[config.mk]
export PLATFORM = sky130hd
export DESIGN_NAME = ucs_ctrl
export DESIGN_NICKNAME = d
export VERILOG_FILES = /design/src/core/ucs_sync2.v /design/src/core/ucs_ctrl.v
export VERILOG_INCLUDE_DIRS = /design/src /design/src/core
export SDC_FILE = /design/constraint.sdc
export NUM_CORES = 1
export LEC_CHECK = 0
export BUFFER_PORTS_ARGS = -buffer_cell sky130_fd_sc_hd__buf_2
export CAP_MARGIN = 20
export CORE_MARGIN = 3
export CORE_UTILIZATION = 35
export CTS_CLUSTER_SIZE = 16
export DETAILED_ROUTE_END_ITERATION = 10
export GPL_TIMING_DRIVEN = 0
export PLACE_DENSITY_LB_ADDON = 0.3
export SETUP_SLACK_MARGIN = 0.15
export SLEW_MARGIN = 20
export SYNTH_ARGS = -nofsm -noshare
export SYNTH_HDL_FRONTEND = slang
export SYNTH_SLANG_ARGS = --single-unit
[constraint.sdc]
create_clock -name core_clk -period 2.6 [get_ports core_clk]
set_input_delay 0.26 -clock core_clk [delete_from_list [all_inputs] [get_ports core_clk]]
set_output_delay 0.26 -clock core_clk [all_outputs]
set_load 0.01 [all_outputs]
[src/core/ucs_regs.vh]
// Register offsets, field positions and reset values for the USB control/config/status block
`ifndef UCS_REGS_VH
`define UCS_REGS_VH

// Byte addresses (word aligned)
`define UCS_ADDR_CONTROL 4'h0
`define UCS_ADDR_CONFIG 4'h4
`define UCS_ADDR_STATUS 4'h8
`define UCS_ADDR_TRN 4'hC

// Control fields
`define UCS_CTL_PP_RESET 6
`define UCS_CTL_SE0 5
`define UCS_CTL_FREEZE 4
`define UCS_CTL_ENABLE 3
`define UCS_CTL_RESUME 2
`define UCS_CTL_SUSPEND 1
`define UCS_CTL_RST 8'h00

// Configuration fields
`define UCS_CFG_EYE 7
`define UCS_CFG_PULLUP 4
`define UCS_CFG_FULL_SPEED 2
`define UCS_CFG_PPB_LO 0
`define UCS_CFG_WMASK 8'h97
`define UCS_CFG_RST 8'h00

// Buffer alternation encodings
`define UCS_PPB_NONE 2'b00
`define UCS_PPB_EP0_OUT 2'b01
`define UCS_PPB_ALL 2'b10
`define UCS_PPB_EP1_15 2'b11

// Transaction status entry and queue
`define UCS_STAT_EP_LO 3
`define UCS_STAT_DIR 2
`define UCS_STAT_ODD 1
`define UCS_STAT_MASK 8'h7E
`define UCS_STAT_RST 8'h00
`define UCS_QUEUE_DEPTH 4
`define UCS_TRN_DONE 0

`endif

[src/core/ucs_sync2.v]
// Two-stage synchroniser for a single asynchronous level
`timescale 1ns/10ps
module ucs_sync2 (
  input wire core_clk,
  input wire resetn,
  input wire din,
  output reg dout
);
  reg stage1;

  always @(posedge core_clk or negedge resetn) begin
    if (!resetn) begin
      stage1 <= 1'b0;
      dout <= 1'b0;
    end else begin
      stage1 <= din;
      dout <= stage1;
    end
  end
endmodule // ucs_sync2

[src/core/ucs_ctrl.v]
// USB device control, configuration and last-transfer status registers
//
// Register access over Avalon-MM and the register offsets were decided locally.
`timescale 1ns/10ps
`include "ucs_regs.vh"

// Functional notes
// - Pointer reset returns banks to even
// - Live SE0 flag reads bus state
// - SETUP token sets packet freeze flag
// - Software clears freeze, processing resumes
// - Module enable runs the engine clock and arms the SETUP freeze; pull-ups do not depend on it
// - Resume control drives resume signalling
// - Suspend stops the engine clock
// - Eye test control drives test output
// - Pull-up on D+ or D- by speed
// - Speed select sets edge rates
// - Two-bit field selects ping-pong mode
// - Reserved config bits read zero
// - Status bits 6:3 give endpoint number
// - Direction bit one for IN
// - Odd bank bit reports last bank
// - Unimplemented bits read zero, ignore writes
// - Clearing done flag advances status queue
module ucs_ctrl (
  input wire core_clk,
  input wire resetn,
  input wire [3:0] avs_address,
  input wire avs_read,
  input wire avs_write,
  input wire [31:0] avs_writedata,
  input wire [3:0] avs_byteenable,
  output reg [31:0] avs_readdata,
  output wire avs_waitrequest,
  input wire dp_in,
  input wire dm_in,
  input wire setup_token,
  input wire trn_push,
  input wire [3:0] trn_endpoint,
  input wire trn_in_dir,
  input wire trn_odd_bank,
  output wire queue_full,
  output reg module_enable,
  output reg packet_processing_freeze,
  output reg resume_drive,
  output reg low_power_suspend,
  output reg engine_clk_run,
  output reg ping_pong_pointer_reset,
  output reg eye_test_enable,
  output reg full_speed_select,
  output reg pullup_dp,
  output reg pullup_dm,
  output reg [1:0] buffer_alternation_cfg,
  output reg [15:0] odd_bank_capable
);

  // ----------------------------------------------------------------
  // Register state
  // ----------------------------------------------------------------
  localparam QD = `UCS_QUEUE_DEPTH;

  reg pullup_enable;
  reg [6:0] qdata [0:QD-1];
  reg [1:0] rd_ptr;
  reg [1:0] wr_ptr;
  reg [2:0] count;
  reg trn_done;
  reg ack;
  wire se0;
  wire dp_s;
  wire dm_s;

  // ----------------------------------------------------------------
  // Bus pin sampling
  // ----------------------------------------------------------------
  ucs_sync2 u_sync_dp (
    .core_clk(core_clk),
    .resetn(resetn),
    .din(dp_in),
    .dout(dp_s)
  );

  ucs_sync2 u_sync_dm (
    .core_clk(core_clk),
    .resetn(resetn),
    .din(dm_in),
    .dout(dm_s)
  );

  // live SE0 detect
  // Lines sit at SE0 while detached, so the cleared synchronisers match the idle bus
  assign se0 = ~dp_s & ~dm_s;

  // ----------------------------------------------------------------
  // Avalon slave: one wait cycle for every access
  // ----------------------------------------------------------------
  wire req = avs_read | avs_write;
  assign avs_waitrequest = req & ~ack;
  wire wr_go = avs_write & ack;
  wire rd_go = avs_read & ~ack;
  wire be0 = avs_byteenable[0];

  // Writes land on the second edge of a request, reads are captured on the first
  always @(posedge core_clk or negedge resetn) begin
    if (!resetn) begin
      ack <= 1'b0;
    end else begin
      ack <= req & ~ack;
    end
  end

  wire ctl_wr = wr_go & be0 & (avs_address == `UCS_ADDR_CONTROL);
  wire cfg_wr = wr_go & be0 & (avs_address == `UCS_ADDR_CONFIG);
  wire trn_wr = wr_go & be0 & (avs_address == `UCS_ADDR_TRN);
  wire trn_clear = trn_wr & ~avs_writedata[`UCS_TRN_DONE] & trn_done;

  // ----------------------------------------------------------------
  // Control register
  // ----------------------------------------------------------------
  always @(posedge core_clk or negedge resetn) begin
    if (!resetn) begin
      ping_pong_pointer_reset <= 1'b0;
      packet_processing_freeze <= 1'b0;
      module_enable <= 1'b0;
      resume_drive <= 1'b0;
      low_power_suspend <= 1'b0;
    end else begin
      if (ctl_wr) begin
        ping_pong_pointer_reset <= avs_writedata[`UCS_CTL_PP_RESET];
        module_enable <= avs_writedata[`UCS_CTL_ENABLE];
        resume_drive <= avs_writedata[`UCS_CTL_RESUME];
        low_power_suspend <= avs_writedata[`UCS_CTL_SUSPEND];
      end
      if (setup_token & module_enable)
        packet_processing_freeze <= 1'b1;
      else if (ctl_wr & ~avs_writedata[`UCS_CTL_FREEZE])
        packet_processing_freeze <= 1'b0;
    end
  end

  // engine clock gate request, registered to avoid glitches
  always @(posedge core_clk or negedge resetn) begin
    if (!resetn) begin
      engine_clk_run <= 1'b0;
    end else begin
      engine_clk_run <= module_enable & ~low_power_suspend;
    end
  end

  // ----------------------------------------------------------------
  // Configuration register
  // ----------------------------------------------------------------
  always @(posedge core_clk or negedge resetn) begin
    if (!resetn) begin
      eye_test_enable <= 1'b0;
      pullup_enable <= 1'b0;
      full_speed_select <= 1'b0;
      buffer_alternation_cfg <= `UCS_PPB_NONE;
    end else if (cfg_wr) begin
      eye_test_enable <= avs_writedata[`UCS_CFG_EYE];
      // software keeps these stable while enabled; not blocked here
      pullup_enable <= avs_writedata[`UCS_CFG_PULLUP];
      full_speed_select <= avs_writedata[`UCS_CFG_FULL_SPEED];
      buffer_alternation_cfg <= avs_writedata[`UCS_CFG_PPB_LO+1:`UCS_CFG_PPB_LO];
    end
  end

  always @(posedge core_clk or negedge resetn) begin
    if (!resetn) begin
      pullup_dp <= 1'b0;
      pullup_dm <= 1'b0;
    end else begin
      pullup_dp <= pullup_enable & full_speed_select;
      pullup_dm <= pullup_enable & ~full_speed_select;
    end
  end

  always @(posedge core_clk or negedge resetn) begin
    if (!resetn) begin
      odd_bank_capable <= 16'h0000;
    end else begin
      case (buffer_alternation_cfg)
        `UCS_PPB_EP0_OUT: odd_bank_capable <= 16'h0001;
        `UCS_PPB_ALL: odd_bank_capable <= 16'hFFFF;
        `UCS_PPB_EP1_15: odd_bank_capable <= 16'hFFFE;
        default: odd_bank_capable <= 16'h0000;
      endcase
    end
  end

  // ----------------------------------------------------------------
  // Transaction status queue
  // ----------------------------------------------------------------
  assign queue_full = (count == QD);
  // A push that meets a full queue is dropped; the engine must hold off until a pop
  wire push = trn_push & ~queue_full;
  wire pop = trn_clear & (count != 3'd0);
  reg [2:0] next_count;
  reg next_trn_done;

  always @(posedge core_clk) begin
    if (push)
      qdata[wr_ptr] <= {trn_endpoint, trn_in_dir, trn_odd_bank, 1'b0};
  end

  // Occupancy after this cycle; a push and a pop together leave it unchanged
  always @* begin
    next_count = count;
    next_trn_done = (count != 3'd0);
    case ({push, pop})
      2'b10: begin
        next_count = count + 3'd1;
        next_trn_done = 1'b1;
      end
      2'b01: begin
        next_count = count - 3'd1;
        // Flag follows whether an entry remains after the pop
        next_trn_done = (count > 3'd1);
      end
      2'b11: begin
        next_count = count;
        next_trn_done = 1'b1;
      end
      default: begin
        next_count = count;
        next_trn_done = (count != 3'd0);
      end
    endcase
  end

  always @(posedge core_clk or negedge resetn) begin
    if (!resetn) begin
      rd_ptr <= 2'd0;
      wr_ptr <= 2'd0;
      count <= 3'd0;
      trn_done <= 1'b0;
    end else begin
      if (push)
        wr_ptr <= wr_ptr + 2'd1;
      if (pop)
        rd_ptr <= rd_ptr + 2'd1;
      count <= next_count;
      trn_done <= next_trn_done;
    end
  end

  // ----------------------------------------------------------------
  // Read data
  // ----------------------------------------------------------------
  wire [6:0] head = (count != 3'd0) ? qdata[rd_ptr] : 7'd0;
  wire [7:0] ctl_word;
  wire [7:0] cfg_word;
  wire [7:0] stat_word;
  wire [7:0] trn_word;
  reg [31:0] next_readdata;

  assign ctl_word = {1'b0, ping_pong_pointer_reset, se0, packet_processing_freeze, module_enable,
    resume_drive, low_power_suspend, 1'b0};
  assign cfg_word = {eye_test_enable, 2'b00, pullup_enable, 1'b0, full_speed_select, buffer_alternation_cfg};
  assign stat_word = {1'b0, head};
  assign trn_word = {7'd0, trn_done};

  // Every register is one byte wide, so the upper lanes always read zero
  always @* begin
    next_readdata = 32'h0000_0000;
    case (avs_address)
      `UCS_ADDR_CONTROL: next_readdata = {24'd0, ctl_word};
      `UCS_ADDR_CONFIG: next_readdata = {24'd0, cfg_word};
      `UCS_ADDR_STATUS: next_readdata = {24'd0, stat_word};
      `UCS_ADDR_TRN: next_readdata = {24'd0, trn_word};
      default: next_readdata = 32'h0000_0000;
    endcase
  end

  // Captured in the wait cycle so the word stands at the edge where waitrequest drops
  always @(posedge core_clk or negedge resetn) begin
    if (!resetn) begin
      avs_readdata <= 32'h0000_0000;
    end else if (rd_go) begin
      avs_readdata <= next_readdata;
    end
  end

endmodule // ucs_ctrl

==> impl_metrics.env <==
export IMPL_status="complete, no violations"
export IMPL_grt_remaining_overflow=0
export IMPL_async_reset_ff_frac=0.6000
export IMPL_post_cts_setup_buffer_count=0
export IMPL_grt_pass1_vias=1683
export IMPL_start_util=0.3657
export IMPL_reg2reg_slack_ns=0.41
export IMPL_reg2reg_from="count[0]"
export IMPL_insertedDiodeCount=0
export IMPL_instances_no_fill=416
export IMPL_rows=32
export IMPL_slowest_stage="dfrtp_1"
export IMPL_synth_seq_cells=60
export IMPL_synth_top_area_cell="dfrtp_1"
export IMPL_final_hold_viol_count=0
export IMPL_clockRootBuffer="clkbuf_8"
export IMPL_dr_pass1_iters=4
export IMPL_grt_max_degree=37
export IMPL_avgViaCountPerCell=4.231
export IMPL_wl_per_cell_um=12.62
export IMPL_placedCellCount=400
export IMPL_arrival_ns=2.45
export IMPL_holdWs_ns=0.009914
export IMPL_core_mm2=0.007807
export IMPL_max_slew_margin=0.4537
export IMPL_clock_latency_ns=0.34
export IMPL_finalCriticalPeriod_ns=2.188
export IMPL_rsz0062_at_grt="no"
export IMPL_drive_above_1_share=0.4427
export IMPL_drt_met1_wl_um=2063
export IMPL_cpPeakStageDelay_ns=0.42
export IMPL_dpl_hpwl_um=3921
export IMPL_cp_start_kind="flip-flop"
export IMPL_path_max_fanout=4
export IMPL_yosysMostFrequentCell="buf_4"
export IMPL_drcViolationCount=0
export IMPL_cts_resized=0
export IMPL_htree_levels=3
export IMPL_end_kind="flip-flop"
export IMPL_cts_sinks=60
export IMPL_p_leak_nw=1.801
export IMPL_die_x_um=96.32
export IMPL_critPathKind="reg -> reg"
export IMPL_areaGrowthSynthToFinish_pct=27.34
export IMPL_grt_pass1_wl_um=8238
export IMPL_ys_seq_area_frac=0.5679
export IMPL_drtAntennaViolNets=0
export IMPL_ys_warn_count=0
export IMPL_hold_class="in -> async"
export IMPL_path_cells="inv_1 > ha_1 > nor2b_1 > nor2_1 > nand3_1 > inv_1 > ha_1 > mux2_2 > nand2_1 > xnor2_1"
export IMPL_drt_iter0_drc=46
export IMPL_drv_slew=0
export IMPL_hold_buffers=0
export IMPL_numCtsBuffers=9
export IMPL_synthTopCellsByArea="dfrtp_1 (32%), edfxtp_1 (25%), buf_4 (10%), ha_1 (6.1%), mux4_2 (4.7%)"
export IMPL_syn_area_per_cell_um2=13.40
export IMPL_final_core_util=0.4657
export IMPL_routed_top_layer="met4"
export IMPL_crit_required_ns=2.86
export IMPL_wl_um=5248
export IMPL_ctsLongestPathBuffers=2
export IMPL_fin_skew_ns=0.007139
export IMPL_io_pins=116
export IMPL_synth_top_area_frac=0.3155
export IMPL_powerDensity_mw_per_mm2=819.9
export IMPL_fmax_mhz=457.0
export IMPL_finalSetupViolCount=0
export IMPL_post_route_period_util=0.8416
export IMPL_grt_antenna_before_repair=0
export IMPL_r2r_end="count[2]"
export IMPL_synth_common_cells="buf_4 (39), dfrtp_1 (36), edfxtp_1 (24), ha_1 (14), nand2_1 (14)"
export IMPL_netlist_area_mm2=0.002855
export IMPL_grt_usage=0.1227
export IMPL_wl_met2_um=2467
export IMPL_die_h_um=96.32
export IMPL_gp_congestion=0.7518
export IMPL_r2r_cells=10
export IMPL_clk_pin_slew_ns=0.06
export IMPL_ir_drop_v=0.0003008
export IMPL_nNetsFinal=377
export IMPL_port_buffer_count=62
export IMPL_worst_pin_slew_ns=0.8194
export IMPL_cts_tree="yes"
export IMPL_synth_edff_count=24
export IMPL_maxCapViolCount=0
export IMPL_tns_ns=0
export IMPL_dieArea_mm2=0.009278
export IMPL_dr_wl_met3_um=591
export IMPL_synthFlopType="dfrtp_1"
export IMPL_num_vias=1760
export IMPL_synth_cells=213
export IMPL_ys_types=34
through the flow:
| stage | setup WS [ns] | cell area [µm²] | power [mW] |
|---|---|---|---|
| after CTS | 0.2994 | 3635 | 3.009 |
| after global placement | 0.3918 | 3379 | 1.901 |
| after detailed placement | 0.3443 | 3379 | 1.919 |
| after global routing | 0.2018 | 3636 | 3.151 |
| final | 0.4119 | 3636 | 2.981 |
| after floorplan | 0.5432 | 2942 | 1.710 |
layout make-up:
cell class	instances	area [µm²]
plain buffers	44	327.8
clock buffers	11	131.4
clock inverters	5	123.9
fillers	728	4172
inverters	8	30.03
multi-input cells	124	963.4
flip-flops and latches	60	1622
well taps	102	127.6
repair buffers	62	310.3
power by group:
| part | internal [mW] | switching [mW] |
|---|---|---|
| sequential | 1.16 | 0.0883 |
| clock | 0.731 | 0.355 |
| combinational | 0.314 | 0.330 |
flip-flops by register name, summed over array words and instances (netlist names), 2 cells and up:
signal / cells
qdata: 24
avs_readdata: 8
count: 3
odd_bank_capable: 2
buffer_alternation_cfg: 2
wr_ptr: 2
rd_ptr: 2
cell families after synthesis:
logic type,Yosys count,synth area share
AOI/OAI and AO/OA,17,0.04032
xor gates and xnor gates,6,0.01840
adders and majority gates,14,0.06135
buffers and inverters,52,0.1249
DFF,60,0.5679
muxes,19,0.09728
other,1,0.001313
and+or+nand+nor,44,0.08853
cells in the final DEF, fill, tap and decap left out, types with 7 or more instances in the layout:
cell type,instances
buf_2,62
buf_4,39
dfrtp_1,36
conb_1,24
edfxtp_1,24
nand2_1,14
ha_1,14
mux2_2,10
clkbuf_8,9
inv_1,8
o21ai_0,7
worst max-delay path by stage:
stage	from	end	slack (ns)	cells past startpoint
final	count[0]	count[2]	0.41	10
after global placement	count[0]	count[2]	0.39	10
after detailed placement	count[0]	count[2]	0.34	10
after global routing	count[0]	count[2]	0.20	10
after floorplan	count[0]	count[2]	0.54	10
after CTS	count[0]	count[2]	0.30	10
per-layer routing:
| layer | vias to the layer above | GRT usage |
|---|---|---|
| met5 | - | 0 |
| met3 | 12 | 0.04848 |
| met1 | 806 | 0.1358 |
| met2 | 71 | 0.2018 |
| li1 | 871 | - |
| met4 | 0 | 0.06659 |
worst max-delay path, delay by kind of cell (launching register included):
kind	cells	cell delay (ns)
buf+inv	2	0.19
flops	1	0.42
mux	1	0.28
xor+xnor	1	0.11
simple gates	4	0.71
fa+ha+maj	2	0.39
No activity file was read; power rests on OpenSTA's default activity.
